File: config.mk
export PLATFORM = sky130hd
export DESIGN_NAME = dob_top
export DESIGN_NICKNAME = d
export VERILOG_FILES = /design/src/dob_pkg.sv /design/src/dob_line_walker.sv /design/src/dob_top.sv
export SDC_FILE = /design/constraint.sdc
export NUM_CORES = 1
export LEC_CHECK = 0
export ABC_AREA = 0
export BUFFER_PORTS_ARGS = -buffer_cell sky130_fd_sc_hd__buf_2
export CORE_MARGIN = 5
export CORE_UTILIZATION = 25
export DETAILED_ROUTE_END_ITERATION = 6
export PLACE_DENSITY_LB_ADDON = 0.3
export SLEW_MARGIN = 20
export SYNTH_ARGS = -nofsm -noshare
export SYNTH_HDL_FRONTEND = slang
export SYNTH_SLANG_ARGS = --single-unit
export TNS_END_PERCENT = 100
File: constraint.sdc
create_clock -name clock -period 4.7 [get_ports clock]
set_input_delay 0.235 -clock clock [delete_from_list [all_inputs] [get_ports clock]]
set_output_delay 0.235 -clock clock [all_outputs]
set_load 0.05 [all_outputs]
File: src/dob_pkg.sv
// Constants, carriers and helpers for the display output and buffer layout block.
// Assumes a 100 MHz core clock and a register port decoded from the graphics register base.
package dob_pkg;

  // Register port widths
  localparam int unsigned REG_AW = 16;
  localparam int unsigned REG_DW = 32;

  // Register offsets from the graphics register base
  localparam logic [15:0] OFS_OUT_CFG = 16'h830C;
  localparam logic [15:0] OFS_FB_START = 16'h8310;
  localparam logic [15:0] OFS_CB_START = 16'h8314;
  localparam logic [15:0] OFS_CUR_START = 16'h8318;
  localparam logic [15:0] OFS_LINE_DELTA = 16'h8324;
  localparam logic [15:0] OFS_LINE_SIZE = 16'h8328;
  localparam logic [15:0] OFS_STATUS = 16'h8330;

  // Output configuration field positions
  localparam int unsigned BIT_UPPER_EN = 13;
  localparam int unsigned BIT_LOWER_EN = 12;
  localparam int unsigned BIT_PCLK_EN = 2;
  localparam int unsigned BIT_PACK_555 = 1;
  localparam int unsigned BIT_DEPTH_8 = 0;

  // Writable bits; the rest read as zero
  localparam logic [31:0] OUT_CFG_MASK = 32'h0000_3007;
  localparam logic [31:0] OFS_MASK = 32'h003F_FFFF;

  // Values after reset
  localparam logic [31:0] RST_OUT_CFG = 32'h0000_0000;
  localparam logic [31:0] RST_OFS = 32'h0000_0000;

  // Aperture: 4 MB means 22 offset bits
  localparam int unsigned OFF_W = 22;
  localparam int unsigned BASE_W = 10;
  localparam logic [21:0] DWORD_BYTES = 22'h00_0004;

  // Line delta and line size field layout
  localparam int unsigned DELTA_FB_LSB = 0;
  localparam int unsigned DELTA_CB_LSB = 16;
  localparam int unsigned DELTA_W = 16;
  localparam int unsigned SIZE_FB_LSB = 0;
  localparam int unsigned SIZE_CB_LSB = 16;
  localparam int unsigned SIZE_W = 9;

  // Pixel bus layout
  localparam int unsigned PIX_W = 18;
  localparam int unsigned UPPER_HI = 17;
  localparam int unsigned UPPER_LO = 9;
  localparam int unsigned LOWER_HI = 8;

  // Register request carrier
  typedef struct packed {
    logic [15:0] addr;
    logic [31:0] wdata;
    logic wr;
    logic rd;
  } dob_reg_req_t;

  // Fetch walker states
  typedef enum logic {WK_IDLE, WK_BURST} dob_walk_state_t;

  // Memory address: aperture base plus byte offset
  function automatic logic [31:0] dob_aperture_addr(input logic [BASE_W-1:0] base,
                                                    input logic [OFF_W-1:0] off);
    dob_aperture_addr = {base, 22'h00_0000} + {10'h000, off};
  endfunction

endpackage

File: src/dob_line_walker.sv
// Address walker for one display buffer: one burst of dwords per go pulse.
// Assumes the consumer holds ready as a plain same-clock level.
`timescale 1ns/10ps
`default_nettype none
module dob_line_walker
  import dob_pkg::*;
#(
  parameter int unsigned CNT_W = 9
) (
  // Clock, reset, enable
  input wire logic clock,
  input wire logic rst_n,
  input wire logic ce,
  // Control from the top
  input wire logic load,
  input wire logic [OFF_W-1:0] start_off,
  input wire logic go,
  input wire logic [CNT_W-1:0] count,
  input wire logic [OFF_W-1:0] step,
  input wire logic [BASE_W-1:0] base,
  // Fetch request
  input wire logic req_ready,
  output logic req_valid,
  output logic [31:0] req_addr
);

  dob_walk_state_t st_r, st_nxt; // Burst state
  logic [OFF_W-1:0] line_off_r, line_off_nxt; // Start of next line
  logic [OFF_W-1:0] cur_off_r, cur_off_nxt; // Next dword to ask for
  logic [CNT_W-1:0] left_r, left_nxt; // Dwords still to ask for
  logic valid_r, valid_nxt;
  logic [31:0] addr_r, addr_nxt;

  // Source offset: a load in the same cycle wins
  wire [OFF_W-1:0] src = load ? start_off : line_off_r;
  // Output slot is free when empty or being taken
  wire slot = !valid_r || req_ready;
  wire issue = (st_r == WK_BURST) && slot && (left_r != '0);

  // Next-state decode
  always_comb begin
    st_nxt = st_r;
    line_off_nxt = load ? start_off : line_off_r;
    cur_off_nxt = cur_off_r;
    left_nxt = left_r;
    valid_nxt = valid_r && !req_ready;
    addr_nxt = addr_r;
    if (go) begin
      // New line; stepping by the programmed delta
      line_off_nxt = src + step;
      cur_off_nxt = src;
      left_nxt = count;
      st_nxt = WK_BURST;
    end else begin
      case (st_r)
        WK_IDLE: begin
          // Nothing to ask for until the next go
          st_nxt = WK_IDLE;
        end
        WK_BURST: begin
          if (issue) begin
            // Contiguous dwords inside the line
            valid_nxt = 1'b1;
            addr_nxt = dob_aperture_addr(base, cur_off_r);
            cur_off_nxt = cur_off_r + DWORD_BYTES;
            left_nxt = left_r - 1'b1;
          end else if (left_r == '0 && slot) begin
            // Last request taken; wait for the next go
            st_nxt = WK_IDLE;
          end
        end
        default: begin
          st_nxt = WK_IDLE;
        end
      endcase
    end
  end

  // State registers
  always_ff @(posedge clock or negedge rst_n) begin
    if (!rst_n) begin
      st_r <= WK_IDLE;
      line_off_r <= '0;
      cur_off_r <= '0;
      left_r <= '0;
      valid_r <= 1'b0;
      addr_r <= '0;
    end else if (ce) begin
      st_r <= st_nxt;
      line_off_r <= line_off_nxt;
      cur_off_r <= cur_off_nxt;
      left_r <= left_nxt;
      valid_r <= valid_nxt;
      addr_r <= addr_nxt;
    end
  end

  assign req_valid = valid_r;
  assign req_addr = addr_r;

endmodule
`default_nettype wire

File: src/dob_top.sv
// Display pixel output configuration and graphics memory layout registers.
// Assumes frame and line strobes from a timing generator on the same clock,
// a pixel source that holds data until taken, and a fetch consumer with ready.
`timescale 1ns/10ps
`default_nettype none
module dob_top
  import dob_pkg::*;
#(
  parameter int unsigned PCLK_DIV = 4, // Core cycles per pixel clock, even
  parameter int unsigned CUR_DWORDS = 64, // Cursor pattern length
  parameter int unsigned CNT_W = 9 // Width of dword counts
) (
  // Clock, reset, enable
  input wire logic clock,
  input wire logic rst_n,
  input wire logic ce,
  // Register port
  input wire dob_reg_req_t reg_req,
  input wire logic reg_lock,
  output logic [REG_DW-1:0] reg_rdata,
  // Memory controller and timing
  input wire logic [BASE_W-1:0] graphics_base_field,
  input wire logic frame_start,
  input wire logic line_start,
  // Pixel source
  input wire logic pix_valid,
  input wire logic [15:0] pix_data,
  output logic pix_take,
  // Pixel port
  output logic [PIX_W-1:0] pixel_bus,
  output logic pixel_clock_out,
  // Frame buffer fetch
  input wire logic fb_req_ready,
  output logic fb_req_valid,
  output logic [31:0] fb_req_addr,
  // Compressed buffer fetch
  input wire logic cb_req_ready,
  output logic cb_req_valid,
  output logic [31:0] cb_req_addr,
  // Cursor fetch
  input wire logic cur_req_ready,
  output logic cur_req_valid,
  output logic [31:0] cur_req_addr
);

  // Divider width and phase points; an odd divider would skew the duty cycle
  localparam int unsigned DIV_W = $clog2(PCLK_DIV);
  localparam logic [DIV_W-1:0] DIV_LAST = DIV_W'(PCLK_DIV - 1);
  localparam logic [DIV_W-1:0] DIV_HALF = DIV_W'(PCLK_DIV / 2);
  localparam logic [CNT_W-1:0] CUR_CNT = CNT_W'(CUR_DWORDS);

  // Register file
  logic [31:0] out_cfg_r; // Output configuration
  logic [31:0] fb_start_r; // Frame buffer start offset
  logic [31:0] cb_start_r; // Compressed buffer start offset
  logic [31:0] cur_start_r; // Cursor start offset
  logic [31:0] delta_r; // Line deltas, both buffers
  logic [31:0] size_r; // Dwords per line, both buffers
  logic [31:0] rdata_r; // Read answer
  logic [BASE_W-1:0] base_r; // Base caught at frame start
  logic [15:0] line_cnt_r; // Lines since frame start

  // Pixel path
  logic [DIV_W-1:0] div_r; // Pixel clock divider
  logic pclk_r; // Off-chip pixel clock
  logic [PIX_W-1:0] fmt_r; // Last formatted pixel
  logic [PIX_W-1:0] bus_r; // Gated pixel bus
  logic take_r; // Pixel consumed pulse

  // Format one source word onto the 6-6-6 bus
  function automatic logic [PIX_W-1:0] dob_format(input logic [15:0] d,
                                                  input logic depth8,
                                                  input logic pack555);
    if (depth8) begin
      // Index passes on the low byte; packing is moot here
      dob_format = {10'h000, d[7:0]};
    end else if (pack555) begin
      // All three fields widened by copying their top bit
      dob_format = {d[14:10], d[14], d[9:5], d[9], d[4:0], d[4]};
    end else begin
      dob_format = {d[15:11], d[15], d[10:5], d[4:0], d[4]};
    end
  endfunction

  // Register address decode
  // Full 16-bit compare; offsets outside the map read zero
  wire hit_cfg = reg_req.addr == OFS_OUT_CFG;
  wire hit_fb = reg_req.addr == OFS_FB_START;
  wire hit_cb = reg_req.addr == OFS_CB_START;
  wire hit_cur = reg_req.addr == OFS_CUR_START;
  wire hit_delta = reg_req.addr == OFS_LINE_DELTA;
  wire hit_size = reg_req.addr == OFS_LINE_SIZE;
  wire hit_stat = reg_req.addr == OFS_STATUS;
  // Writes are dropped while the display lock holds
  wire wr_ok = reg_req.wr && !reg_lock;

  // Configuration fields
  wire depth8 = out_cfg_r[BIT_DEPTH_8];
  wire pack555 = out_cfg_r[BIT_PACK_555];
  wire pclk_en = out_cfg_r[BIT_PCLK_EN];
  wire upper_pixel_bus_enable = out_cfg_r[BIT_UPPER_EN];
  wire lower_pixel_bus_enable = out_cfg_r[BIT_LOWER_EN];

  // Layout fields
  wire [OFF_W-1:0] frame_start_field = fb_start_r[OFF_W-1:0];
  wire [OFF_W-1:0] cb_start_field = cb_start_r[OFF_W-1:0];
  // Offsets are 22 bits, so no buffer can reach past 4 MB
  wire [OFF_W-1:0] cur_start_field = cur_start_r[OFF_W-1:0];
  wire [OFF_W-1:0] fb_delta = {6'h00, delta_r[DELTA_FB_LSB +: DELTA_W]};
  wire [OFF_W-1:0] cb_delta = {6'h00, delta_r[DELTA_CB_LSB +: DELTA_W]};
  wire [CNT_W-1:0] fb_dwords = CNT_W'(size_r[SIZE_FB_LSB +: SIZE_W]);
  wire [CNT_W-1:0] cb_dwords = CNT_W'(size_r[SIZE_CB_LSB +: SIZE_W]);

  // Block state seen by software
  // Line count is for software only; it wraps after 65535 lines
  wire [31:0] status_word = {line_cnt_r, 13'h0000, cur_req_valid, cb_req_valid,
                             fb_req_valid};

  // Read selection; unmapped and reserved offsets read zero
  wire [31:0] rd_mux = hit_cfg ? out_cfg_r :
                       hit_fb ? fb_start_r :
                       hit_cb ? cb_start_r :
                       hit_cur ? cur_start_r :
                       hit_delta ? delta_r :
                       hit_size ? size_r :
                       hit_stat ? status_word : 32'h0000_0000;

  // Pixel divider phases
  // The clock output is high for the upper half of each pixel period
  wire div_wrap = div_r == DIV_LAST;
  wire pclk_phase = div_r >= DIV_HALF;
  // New pixel on each divider wrap, when one is offered
  wire pix_load = div_wrap && pix_valid;

  // Bus halves, each forced low while its enable is clear
  wire [8:0] upper_half = upper_pixel_bus_enable ? fmt_r[UPPER_HI:UPPER_LO] : 9'h000;
  wire [8:0] lower_half = lower_pixel_bus_enable ? fmt_r[LOWER_HI:0] : 9'h000;

  // Configuration and offset registers; offsets keep 22 bits
  // Reserved bits are masked on the way in, so they always read zero
  always_ff @(posedge clock or negedge rst_n) begin
    if (!rst_n) begin
      out_cfg_r <= RST_OUT_CFG;
      fb_start_r <= RST_OFS;
      cb_start_r <= RST_OFS;
      cur_start_r <= RST_OFS;
    end else if (ce && wr_ok) begin
      if (hit_cfg) out_cfg_r <= reg_req.wdata & OUT_CFG_MASK;
      // Live rewrite is safe; it lands at the next frame
      if (hit_fb) fb_start_r <= reg_req.wdata & OFS_MASK;
      if (hit_cb) cb_start_r <= reg_req.wdata & OFS_MASK;
      if (hit_cur) cur_start_r <= reg_req.wdata & OFS_MASK;
    end
  end

  // Line geometry registers
  // Size bits beyond nine per buffer are dropped, bounding each burst
  always_ff @(posedge clock or negedge rst_n) begin
    if (!rst_n) begin
      delta_r <= RST_OFS;
      size_r <= RST_OFS;
    end else if (ce && wr_ok) begin
      if (hit_delta) delta_r <= reg_req.wdata;
      if (hit_size) size_r <= {7'h00, reg_req.wdata[24:16], 7'h00,
                               reg_req.wdata[8:0]};
    end
  end

  // Read data stand only in the cycle after the strobe
  // Idle cycles read zero, so a stale word never passes for an answer
  always_ff @(posedge clock or negedge rst_n) begin
    if (!rst_n) begin
      rdata_r <= 32'h0000_0000;
    end else if (ce) begin
      rdata_r <= reg_req.rd ? rd_mux : 32'h0000_0000;
    end
  end

  // Base and line count follow the frame
  // A frame strobe beside a line strobe wins; the count clears and that line is not counted
  always_ff @(posedge clock or negedge rst_n) begin
    if (!rst_n) begin
      base_r <= '0;
      line_cnt_r <= 16'h0000;
    end else if (ce) begin
      // Base held a whole frame so a buffer never straddles two bases
      if (frame_start) base_r <= graphics_base_field;
      if (frame_start) line_cnt_r <= 16'h0000;
      else if (line_start) line_cnt_r <= line_cnt_r + 16'h0001;
    end
  end

  // Pixel clock divider and gated clock out
  // The divider runs while the output is gated, so enabling keeps phase
  always_ff @(posedge clock or negedge rst_n) begin
    if (!rst_n) begin
      div_r <= '0;
      pclk_r <= 1'b0;
    end else if (ce) begin
      div_r <= div_wrap ? '0 : div_r + 1'b1;
      // Held low while disabled
      pclk_r <= pclk_en && pclk_phase;
    end
  end

  // Pixel capture, formatting and output gating
  // Without a new pixel at a wrap the last one stays on the bus
  always_ff @(posedge clock or negedge rst_n) begin
    if (!rst_n) begin
      fmt_r <= '0;
      bus_r <= '0;
      take_r <= 1'b0;
    end else if (ce) begin
      // Data change near the clock's falling edge, stable at rising
      if (pix_load) fmt_r <= dob_format(pix_data, depth8, pack555);
      take_r <= pix_load;
      // Enabled halves carry the formatted pixel
      bus_r <= {upper_half, lower_half};
    end
  end

  // Frame buffer: a line per line strobe from its own offset
  // Frame and line strobes may coincide; the load then feeds the first line
  dob_line_walker #(
    .CNT_W(CNT_W)
  ) u_fb_walk (
    .clock(clock),
    .rst_n(rst_n),
    .ce(ce),
    .load(frame_start),
    .start_off(frame_start_field),
    .go(line_start),
    .count(fb_dwords),
    .step(fb_delta),
    .base(base_r),
    .req_ready(fb_req_ready),
    .req_valid(fb_req_valid),
    .req_addr(fb_req_addr)
  );

  // Compressed buffer: same line scheme, own offset and delta
  // A zero dword count leaves this walker idle for the whole frame
  dob_line_walker #(
    .CNT_W(CNT_W)
  ) u_cb_walk (
    .clock(clock),
    .rst_n(rst_n),
    .ce(ce),
    .load(frame_start),
    .start_off(cb_start_field),
    .go(line_start),
    .count(cb_dwords),
    .step(cb_delta),
    .base(base_r),
    .req_ready(cb_req_ready),
    .req_valid(cb_req_valid),
    .req_addr(cb_req_addr)
  );

  // Cursor: one linear block per frame, no line stepping
  // Zero step: the block is one burst, never split into lines
  dob_line_walker #(
    .CNT_W(CNT_W)
  ) u_cur_walk (
    .clock(clock),
    .rst_n(rst_n),
    .ce(ce),
    .load(frame_start),
    .start_off(cur_start_field),
    .go(frame_start),
    .count(CUR_CNT),
    .step(22'h00_0000),
    .base(base_r),
    .req_ready(cur_req_ready),
    .req_valid(cur_req_valid),
    .req_addr(cur_req_addr)
  );

  // Outputs straight from registers
  // No decode sits between a flip-flop and a pin, so pins never glitch
  assign reg_rdata = rdata_r;
  assign pix_take = take_r;
  assign pixel_bus = bus_r;
  assign pixel_clock_out = pclk_r;

endmodule
`default_nettype wire

==> impl_metrics.toml, run 1 <==
[run_status]
status = "complete, no violations"

[sta]
drv_slew = 0
postLayoutSetupSlackWorst_ns = 1.54
finalCritPeriodShare_pct = 67.2
min_period_ns = 3.16
clock_skew_ns = 0.0203
worst_pin_slew_ns = 0.953
hold_violations = 0
relSlewSlack_pct = 36.4
setup_viol = 0
fmax_ghz = 0.317
rsz0062_at_grt = "no"
totalNegativeSetupSlack_ns = 0

[synthesis]
synthArstFlopShare_pct = 100
synth_top_area_share_pct = 49.9
ys_types = 81
ys_ff_latch = 456
synth_flop_cell = "dfrtp_1"
ys_top_cells_by_area = "dfrtp_1 (50%), mux2_2 (10%), nand2_1 (4.6%)"
synthCells = 2242
yosysWarnings = 0
syn_nets = 2371
synth_edf_count = 0
syn_area_per_cell_um2 = 10.2
synth_area_mm2 = 0.0229
yosysTopAreaCell = "dfrtp_1"
yosysSeqAreaShare_pct = 49.9

[critical_path]
cp_max_fo = 4
crit_type = "flop to flop"
endpoint_kind = "flop"
critPathMostFrequentCell = "a211oi_1"
slowest_delay_ns = 0.44
path_cells = "mux2i_1, inv_1, ha_1, fa_1, a211oi_1, o21ai_0, a211oi_1, a211oi_1, o21ai_0, xnor2_1, a21oi_1"
required_ns = 5.17
startpoint_type = "flop"
cp_num_buf_inv = 1
crit_slowest_cell = "fa_1"
path_delay_family = "compound AO/OA/AOI/OAI gates"
arrival_ns = 3.63

[layout]
fin_nets = 2640
layout-drive-gt1-share_pct = 23.8
multi_input_area_mm2 = 0.0107
ff_latch_area_mm2 = 0.0114
n_fill_cell = 9445
final-instance-count-excl-fill = 3744
area_growth_syn_to_layout_pct = 21.8

[clocking]
path_clk_slew_ns = 0.06
h-tree-depth = 2
cts_buffers = 55
cts_root_buffer = "clkbuf_16"
cts_setup_buffers = 0
cts_hold_buffers = 65
insertion_delay_ns = 0.62
clock_sinks = 456
cts_resized = 0
cts_buffer_depth = 3
cts_tree = "built"

[placement]
gp_routability_congestion = 0.863
dp_hpwl_mm = 59.2
dp_slack_ns = 1.22
dp_cells = 3575
numPortBuffers = 236

[routing]
firstDrtPassIters = 5
drt-total-wl_mm = 81.3
vias = 18500
antenna_left = 0
drc = 0
drtIter0Drc = 1303
wl_per_cell_um = 21.7
vias_per_cell = 4.94

[pwr]
p_switching_w = 0.00408
p_leak_nw = 13.0
ir_drop_mv = 0.273
seqPwrFrac_pct = 41.9
p_comb_share_pct = 22.0
power.internal_w = 0.00773
cellPowerDensity_mw_per_mm2 = 424
p_clk_share_pct = 36.1
swShare_pct = 34.6

[global_routing]
grt.busiest_layer = "met2"
antenna_found_initial = 3
grt_pass1_vias = 18300
grt_util_met2_pct = 27.4
track_usage_pct = 16.2
grt_pass1_wl_mm = 122
met3_usage_pct = 3.34
grt_overflow_total = 0
use_met1_pct = 20.7
grt_max_degree = 95

[die]
io_pins = 237
die_w_um = 313
start_util_pct = 25.1
placementRows = 111
core_mm2 = 0.0912
die_y_um = 313
dieArea_mm2 = 0.0977

[job]
max_cap_violations = 0

[hold_path]
hp-class = "input pin to flop"
==> registers in the layout (all words and copies together), names as in the netlist, 16 cells and up <==
register,flops
u_fb_walk.cur_off_r,22
u_fb_walk.line_off_r,22
fmt_r,17
line_cnt_r,16
size_r,18
u_cb_walk.req_addr,32
delta_r,32
u_cur_walk.req_addr,32
reg_rdata,32
u_cb_walk.line_off_r,22
u_cb_walk.cur_off_r,22
u_fb_walk.req_addr,32
cur_start_r,22
cb_start_r,22
pixel_bus,17
u_cur_walk.cur_off_r,22
fb_start_r,22
==> metal layers <==
metal,up-vias,part of all wire [%]
met5,-,0
met4,0,3.5
met3,121,5.4
met2,417,48
met1,9296,43
li1,8674,-
==> power by group through the flow <==
| stage | combinational (W) | sequential (W) | clock [W] |
|---|---|---|---|
| 2_1_floorplan | 0.000955 | 0.00578 | 0 |
| 3_3_place_gp | 0.00257 | 0.00501 | 0 |
| 3_5_place_dp | 0.00260 | 0.00502 | 0 |
| 4_1_cts | 0.00265 | 0.00495 | 0.00438 |
| 5_1_grt | 0.00282 | 0.00504 | 0.00453 |
| 6_report | 0.00259 | 0.00495 | 0.00426 |
==> final timing paths <==
| path | start | end | slack (ns) | depth (start not counted) |
|---|---|---|---|---|
| worst min register to register | u_cb_walk.req_addr[30] | u_cb_walk.req_addr[30] | 0.47 | 2 |
| worst max register to register | fb_start_r[0] | u_fb_walk.line_off_r[18] | 1.54 | 11 |
| min in group asynchronous | rst_n | pixel_bus[2] | 0.23 | 2 |
| max in group asynchronous | rst_n | u_cur_walk.left_r[4] | 3.28 | 3 |
| worst min-delay path | reg_req[3] | fb_start_r[1] | 0.04 | 2 |
| worst max-delay path | fb_start_r[0] | u_fb_walk.line_off_r[18] | 1.54 | 11 |
==> final cells by class <==
class / instances / area share, %
diodes: 4 / 0.0359
clock inverters: 17 / 0.480
clock buffers: 83 / 5.97
flip-flops and latches: 456 / 40.9
inverters: 62 / 0.835
repair buffers: 344 / 7.97
well taps: 1186 / 5.33
multi-input cells: 1592 / 38.4
==> cell usage in the layout, fill, tap and decap left out, types with 43 or more instances in the layout <==
cell type,count
clkbuf_16,56
nor2_1,130
dfrtp_1,456
nand3_1,94
buf_2,233
mux2i_1,57
a22oi_1,43
o21ai_0,163
dlygate4sd3_1,65
mux2_2,208
inv_1,59
a21oi_1,129
nand2_1,278
==> logic make-up (layout without fill, tap and decap cells) <==
family	Yosys count	count (layout)	synth area share, %
buf+inv	194	506	3.49
simple gates	677	677	13.8
flops	456	456	49.9
other cells	0	4	0
compound gates	549	549	15.4
xor+xnor	58	58	2.22
fa+ha+maj	43	43	2.42
mux	265	265	12.7
==> synth_stat cells (all sizes together) (16+ instances only) <==
library cell / n
a221oi: 16
inv: 61
a22oi: 43
buf: 44
nand4: 19
o22ai: 24
dfrtp: 456
mux2i: 57
xor2: 37
and3: 19
a21oi: 129
a211oi: 20
xnor2: 21
nand2: 281
mux2: 208
nor3: 44
o2bb2ai: 30
clkbuf: 88
nor2: 132
nand3: 95
ha: 41
o21ai: 166
==> per-stage QoR <==
step | util (%) | hold slack [ns] | cell area, um2 | power, W
CTS | 30.5 | 0.000804 | 27900 | 0.0120
finish | 30.5 | 0.0406 | 27900 | 0.0118
detailed placement | 27.8 | 0.341 | 25400 | 0.00762
global route | 30.5 | 0.0208 | 27900 | 0.0124
global placement | 27.8 | 0.343 | 25400 | 0.00759
floorplan | - | -0.0606 | 22900 | 0.00673
(Power assumes the default switching activity.)
==> run 2: changes to the inputs <==
clock period = 2.7 ns   (was 4.7 ns; I/O delays follow)
==> run 2 against run 1 <==
  * Critical path depth shrank 1
  * Via count grew 3.5%
  * Critical endpoint is now u_cb_walk.line_off_r[18]
  * Count of clock-buffer cells in the layout shrank 5
  * Final area grew 6.3%
  * Hold slack gained 0.015 ns
  * Final cell count grew 4.4%
  * Largest cell class unchanged
  * Power grew 77%
  * Core utilization grew 1.9 points
==> impl_metrics.toml, run 2 (synthesis results as in run 1) <==
[clocking]
cts_tree = "built"
insertion_delay_ns = 0.61
cts_buffer_depth = 3
cts_buffers = 54
path_clk_slew_ns = 0.06
clock_sinks = 456
cts_root_buffer = "clkbuf_16"
h-tree-depth = 2

[sta]
hold_violations = 0
finalCritPeriodShare_pct = 98.4
worst_pin_slew_ns = 0.995
rsz0062_at_grt = "yes"
drv_slew = 0
fmax_ghz = 0.376
totalNegativeSetupSlack_ns = 0
setup_viol = 0
relSlewSlack_pct = 33.4
whs_ns = 0.0557
clock_skew_ns = 0.0294
min_period_ns = 2.66

[critical_path]
crit_type = "flop to flop"
rr_startpoint = "cb_start_r[3]"
cp_max_fo = 3
startpoint_type = "flop"
arrival_ns = 3.12
rrSetupSlack_ns = 0.04
endpoint_kind = "flop"
required_ns = 3.16
reg2reg_depth = 10
r2r_end = "u_cb_walk.line_off_r[18]"

[pwr]
ir_drop_mv = 0.452
cellPowerDensity_mw_per_mm2 = 705
p_leak_nw = 13.9
power.total_w = 0.0209

[die]
core_mm2 = 0.0912
die_y_um = 313
placementRows = 111
io_pins = 237
start_util_pct = 25.1
die_w_um = 313
dieArea_mm2 = 0.0977

[hold_path]
min_path_cells = 4
hp-start = "pix_data[4]"
hp-class = "input pin to flop"
min_to = "fmt_r[5]"

[routing]
drt-total-wl_mm = 83.2
met1_length_mm = 36.8
drc = 0
vias_per_cell = 4.90
vias = 19200
antenna_left = 0
met3_wirelength_mm = 4.45
firstDrtPassIters = 6
drtIter0Drc = 1385
top_layer = "met4"
dr_wl_met2_mm = 39.6
wl_per_cell_um = 21.3

[placement]
gp_routability_congestion = 0.890
numPortBuffers = 236
dp_hpwl_mm = 61.4

[run_status]
status = "complete, no violations"

[global_routing]
grt_overflow_total = 0
grt_pass1_vias = 19000
track_usage_pct = 16.4
antenna_found_initial = 4
grt_max_degree = 78
grt_pass1_wl_mm = 124

[layout]
final_cell_mix = "dfrtp_1 (454), nand2_1 (278), buf_2 (233)"
final_util_pct = 32.5
layout-drive-gt1-share_pct = 29.9
final_common_cell = "dfrtp_1"
fin_nets = 2807
n_fill_cell = 9350
area_growth_syn_to_layout_pct = 29.5

[job]
max_cap_violations = 0
## run 2: final cells by class
class / count / area (um2) / share of cell area (%)
inverters: 62 / 233 / 0.785
well taps: 1186 / 1480 / 5.01
flip-flops and latches: 456 / 11400 / 38.5
clock inverters: 19 / 264 / 0.891
repair buffers: 512 / 3640 / 12.3
diodes: 3 / 7.51 / 0.0253
clock buffers: 78 / 1560 / 5.27
multi-input cells: 1592 / 11000 / 37.2
## run 2: metal layers
| metal | vias up | GRT usage, % |
|---|---|---|
| met3 | 108 | 3.02 |
| li1 | 9012 | - |
| met4 | 0 | 4.58 |
| met2 | 464 | 27.6 |
| met1 | 9577 | 21.8 |
| met5 | - | 0 |
## run 2: timing repair
action / CTS / global route
resized for setup: 5 / 56
pin swaps: 0 / 18
buffers inserted: 0 / 7
endpoints found under the setup margin: 3 / 25
hold buffers: 70 / 0
endpoints found under the hold margin: 238 / 0
gates cloned: 0 / 0
## run 2: worst max-delay path by stage
| stage | start | endpoint | slack (ns) | cells after the start |
|---|---|---|---|---|
| floorplan | frame_start | u_fb_walk.line_off_r[8] | -0.02 | 14 |
| global placement | frame_start | u_cb_walk.line_off_r[18] | -0.19 | 12 |
| detailed placement | frame_start | u_cb_walk.line_off_r[18] | -0.26 | 12 |
| CTS | cb_start_r[0] | u_cb_walk.line_off_r[18] | 0.008 | 12 |
| global route | u_fb_walk.line_off_r[1] | u_fb_walk.line_off_r[19] | -0.07 | 12 |
| finish | cb_start_r[3] | u_cb_walk.line_off_r[18] | 0.04 | 10 |
## run 2: per-stage QoR
stage          std cells  area, um2  setup slack [ns]
2_1_floorplan       2242      23000           -0.0227
3_3_place_gp        3732      26800            -0.186
3_5_place_dp        3732      26800            -0.259
4_1_cts             3899      29300           0.00804
5_1_grt             3906      29600           -0.0677
6_report            3908      29600            0.0433
## run 2: critical path: stages (launching register included)
cell	delay, ns
dfrtp_1	0.47
mux2i_2	0.21
inv_1	0.09
ha_1	0.30
o21ai_0	0.12
o211ai_1	0.28
nand2_2	0.16
o31ai_4	0.29
nor2_4	0.09
nor4b_1	0.42
a2111oi_2	0.10
## run 2: power breakdown
| part | switching [W] | internal (W) |
|---|---|---|
| logic | 0.00321 | 0.00148 |
| clock network | 0.00303 | 0.00458 |
| registers | 0.000820 | 0.00778 |
==> run 3: changes to the inputs <==
==> constraint.sdc (replaced) <==
create_clock -name clock -period 2.7 [get_ports clock]
set_input_delay 0.27 -clock clock [delete_from_list [all_inputs] [get_ports clock]]
set_output_delay 0.27 -clock clock [all_outputs]
set_load 0.05 [all_outputs]
==> run 3 against run 2 <==
  * The run now ends with negative setup slack left
  * Maximum frequency down 2.3%
  * Hold slack worse by 0.026 ns
  * Non-clock buffer count unchanged
  * Via count about the same
  * Clock power up 4.5%
  * Count of clock-buffer cells in the layout down 3
  * First-iteration DRC count down 0.58%
  * Final area up 0.56%
  * Critical endpoint is now u_cb_walk.line_off_r[14]
  * Sequential share of layout area down 0.20 points
==> impl_metrics.toml, run 3 (synthesis results as in run 1) <==
[die]
core_mm2 = 0.0912
die_y_um = 313
io_pins = 237
die_w_um = 313
start_util_pct = 25.1
placementRows = 111
dieArea_mm2 = 0.0977

[routing]
drt-total-wl_mm = 82.8
vias = 19200
met3_wirelength_mm = 3.78
met1_length_mm = 36.0
vias_per_cell = 4.91
drtIter0Drc = 1377
wl_per_cell_um = 21.2
drc = 0
firstDrtPassIters = 5
dr_wl_met2_mm = 40.5
antenna_left = 0
top_layer = "met5"

[layout]
fin_nets = 2807
final_cell_mix = "dfrtp_1 (451), nand2_1 (278), buf_2 (233)"
final_util_pct = 32.7
n_fill_cell = 9334
layout-drive-gt1-share_pct = 30.9
area_growth_syn_to_layout_pct = 30.2
final_common_cell = "dfrtp_1"

[critical_path]
cp-startpoint = "cb_start_r[0]"
slowest_delay_ns = 0.46
crit_type = "flop to flop"
path_cells = "mux2i_2, inv_2, ha_4, fa_2, a211oi_4, o211ai_1, nand2_2, o21ai_4, a211o_1, a22o_1, o2bb2ai_1"
cp_max_fo = 5
rr_startpoint = "cb_start_r[0]"
arrival_ns = 3.26
endpoint_kind = "flop"
required_ns = 3.24
r2r_end = "u_cb_walk.line_off_r[14]"
rrSetupSlack_ns = -0.02
startpoint_type = "flop"
worstSetupEndpoint = "u_cb_walk.line_off_r[14]"
reg2reg_depth = 11
crit_slowest_cell = "dfrtp_2"

[clocking]
cts_tree = "built"
clock_sinks = 456
path_clk_slew_ns = 0.06
cts_buffers = 54
cts_root_buffer = "clkbuf_16"
insertion_delay_ns = 0.63
h-tree-depth = 2
cts_buffer_depth = 3

[pwr]
ir_drop_mv = 0.483
swShare_pct = 33.6
p_leak_nw = 14.0
power.internal_w = 0.0141
p_switching_w = 0.00711
p_clk_share_pct = 37.5
seqPwrFrac_pct = 40.6
p_comb_share_pct = 22.0
cellPowerDensity_mw_per_mm2 = 711

[global_routing]
track_usage_pct = 16.4
grt_pass1_vias = 18900
grt_overflow_total = 0
grt_max_degree = 68
grt_pass1_wl_mm = 124
antenna_found_initial = 5

[sta]
min_period_ns = 2.72
hold_violations = 0
drv_slew = 0
finalCritPeriodShare_pct = 101
clock_skew_ns = 0.0285
setup_viol = 1
worst_pin_slew_ns = 0.806
rsz0062_at_grt = "yes"
postLayoutSetupSlackWorst_ns = -0.0195
totalNegativeSetupSlack_ns = -0.0195
fmax_ghz = 0.368
relSlewSlack_pct = 46.3

[placement]
dp_hpwl_mm = 61.7
gp_routability_congestion = 0.871
numPortBuffers = 236

[run_status]
status = "complete, but fails checks"
violations = "negative setup slack"

[hold_path]
hp-class = "input pin to flop"

[job]
max_cap_violations = 0
==> run 3: area by class of cell <==
type	instances	area (um2)	area share [%]
inverter	62	233	0.781
tap	1186	1480	4.98
clock inverter	24	385	1.29
sequential	456	11400	38.3
clock buffer	75	1530	5.14
antenna	1	2.50	0.00840
timing repair buffer	512	3640	12.2
multi-input combinational	1592	11100	37.2
==> run 3: repair_timing <==
item	in CTS	in global routing
hold buffers	59	0
gates resized for setup	14	55
pin swaps	6	28
cloned	0	0
endpoints found under the hold margin	163	0
setup endpoints to repair	6	26
buffers inserted	5	12
==> run 3: metrics by stage <==
step | total power, W | std cells | hold WS (ns) | setup WS [ns] | area [um2]
floorplan | 0.0117 | 2242 | -0.0256 | -0.157 | 23000
global placement | 0.0133 | 3732 | 0.291 | -0.242 | 26900
detailed placement | 0.0133 | 3732 | 0.291 | -0.291 | 26900
CTS | 0.0214 | 3895 | 0.00663 | -0.0323 | 29500
global route | 0.0221 | 3908 | 0.0137 | -0.133 | 29800
finish | 0.0212 | 3908 | 0.0296 | -0.0195 | 29800
==> run 3: worst max-delay path, delay by kind of cell, from the launching register on <==
| family | cells | cell delay, ns |
|---|---|---|
| compound gates | 6 | 1.19 |
| fa+ha+maj | 2 | 0.53 |
| flops | 1 | 0.46 |
| mux | 1 | 0.20 |
| simple gates | 1 | 0.17 |
| buf+inv | 1 | 0.07 |
==> run 3: metal layers <==
metal  up-vias  GRT usage, %
li1       9017             -
met3       120          2.62
met1      9587          21.2
met4         2          4.52
met2       453          28.4
met5         -             0
==> run 3: worst min-delay path by stage <==
| stage | from | depth (start not counted) | to |
|---|---|---|---|
| after global routing | ce | 2 | u_cb_walk.line_off_r[4] |
| after CTS | reg_req[4] | 2 | cb_start_r[2] |
| after global placement | rst_n | 1 | pixel_bus[3] |
| after floorplan | rst_n | 0 | base_r[0] |
| after detailed placement | rst_n | 1 | pixel_bus[3] |
| final | ce | 2 | u_cb_walk.line_off_r[4] |
==> run 3: power groups by stage <==
stage          logic (W)  registers (W)  clock network (W)
6_report         0.00465        0.00860            0.00794
5_1_grt          0.00502        0.00874            0.00837
4_1_cts          0.00470        0.00861            0.00811
3_5_place_dp     0.00461        0.00872                  0
3_3_place_gp     0.00457        0.00872                  0
2_1_floorplan    0.00168         0.0101                  0
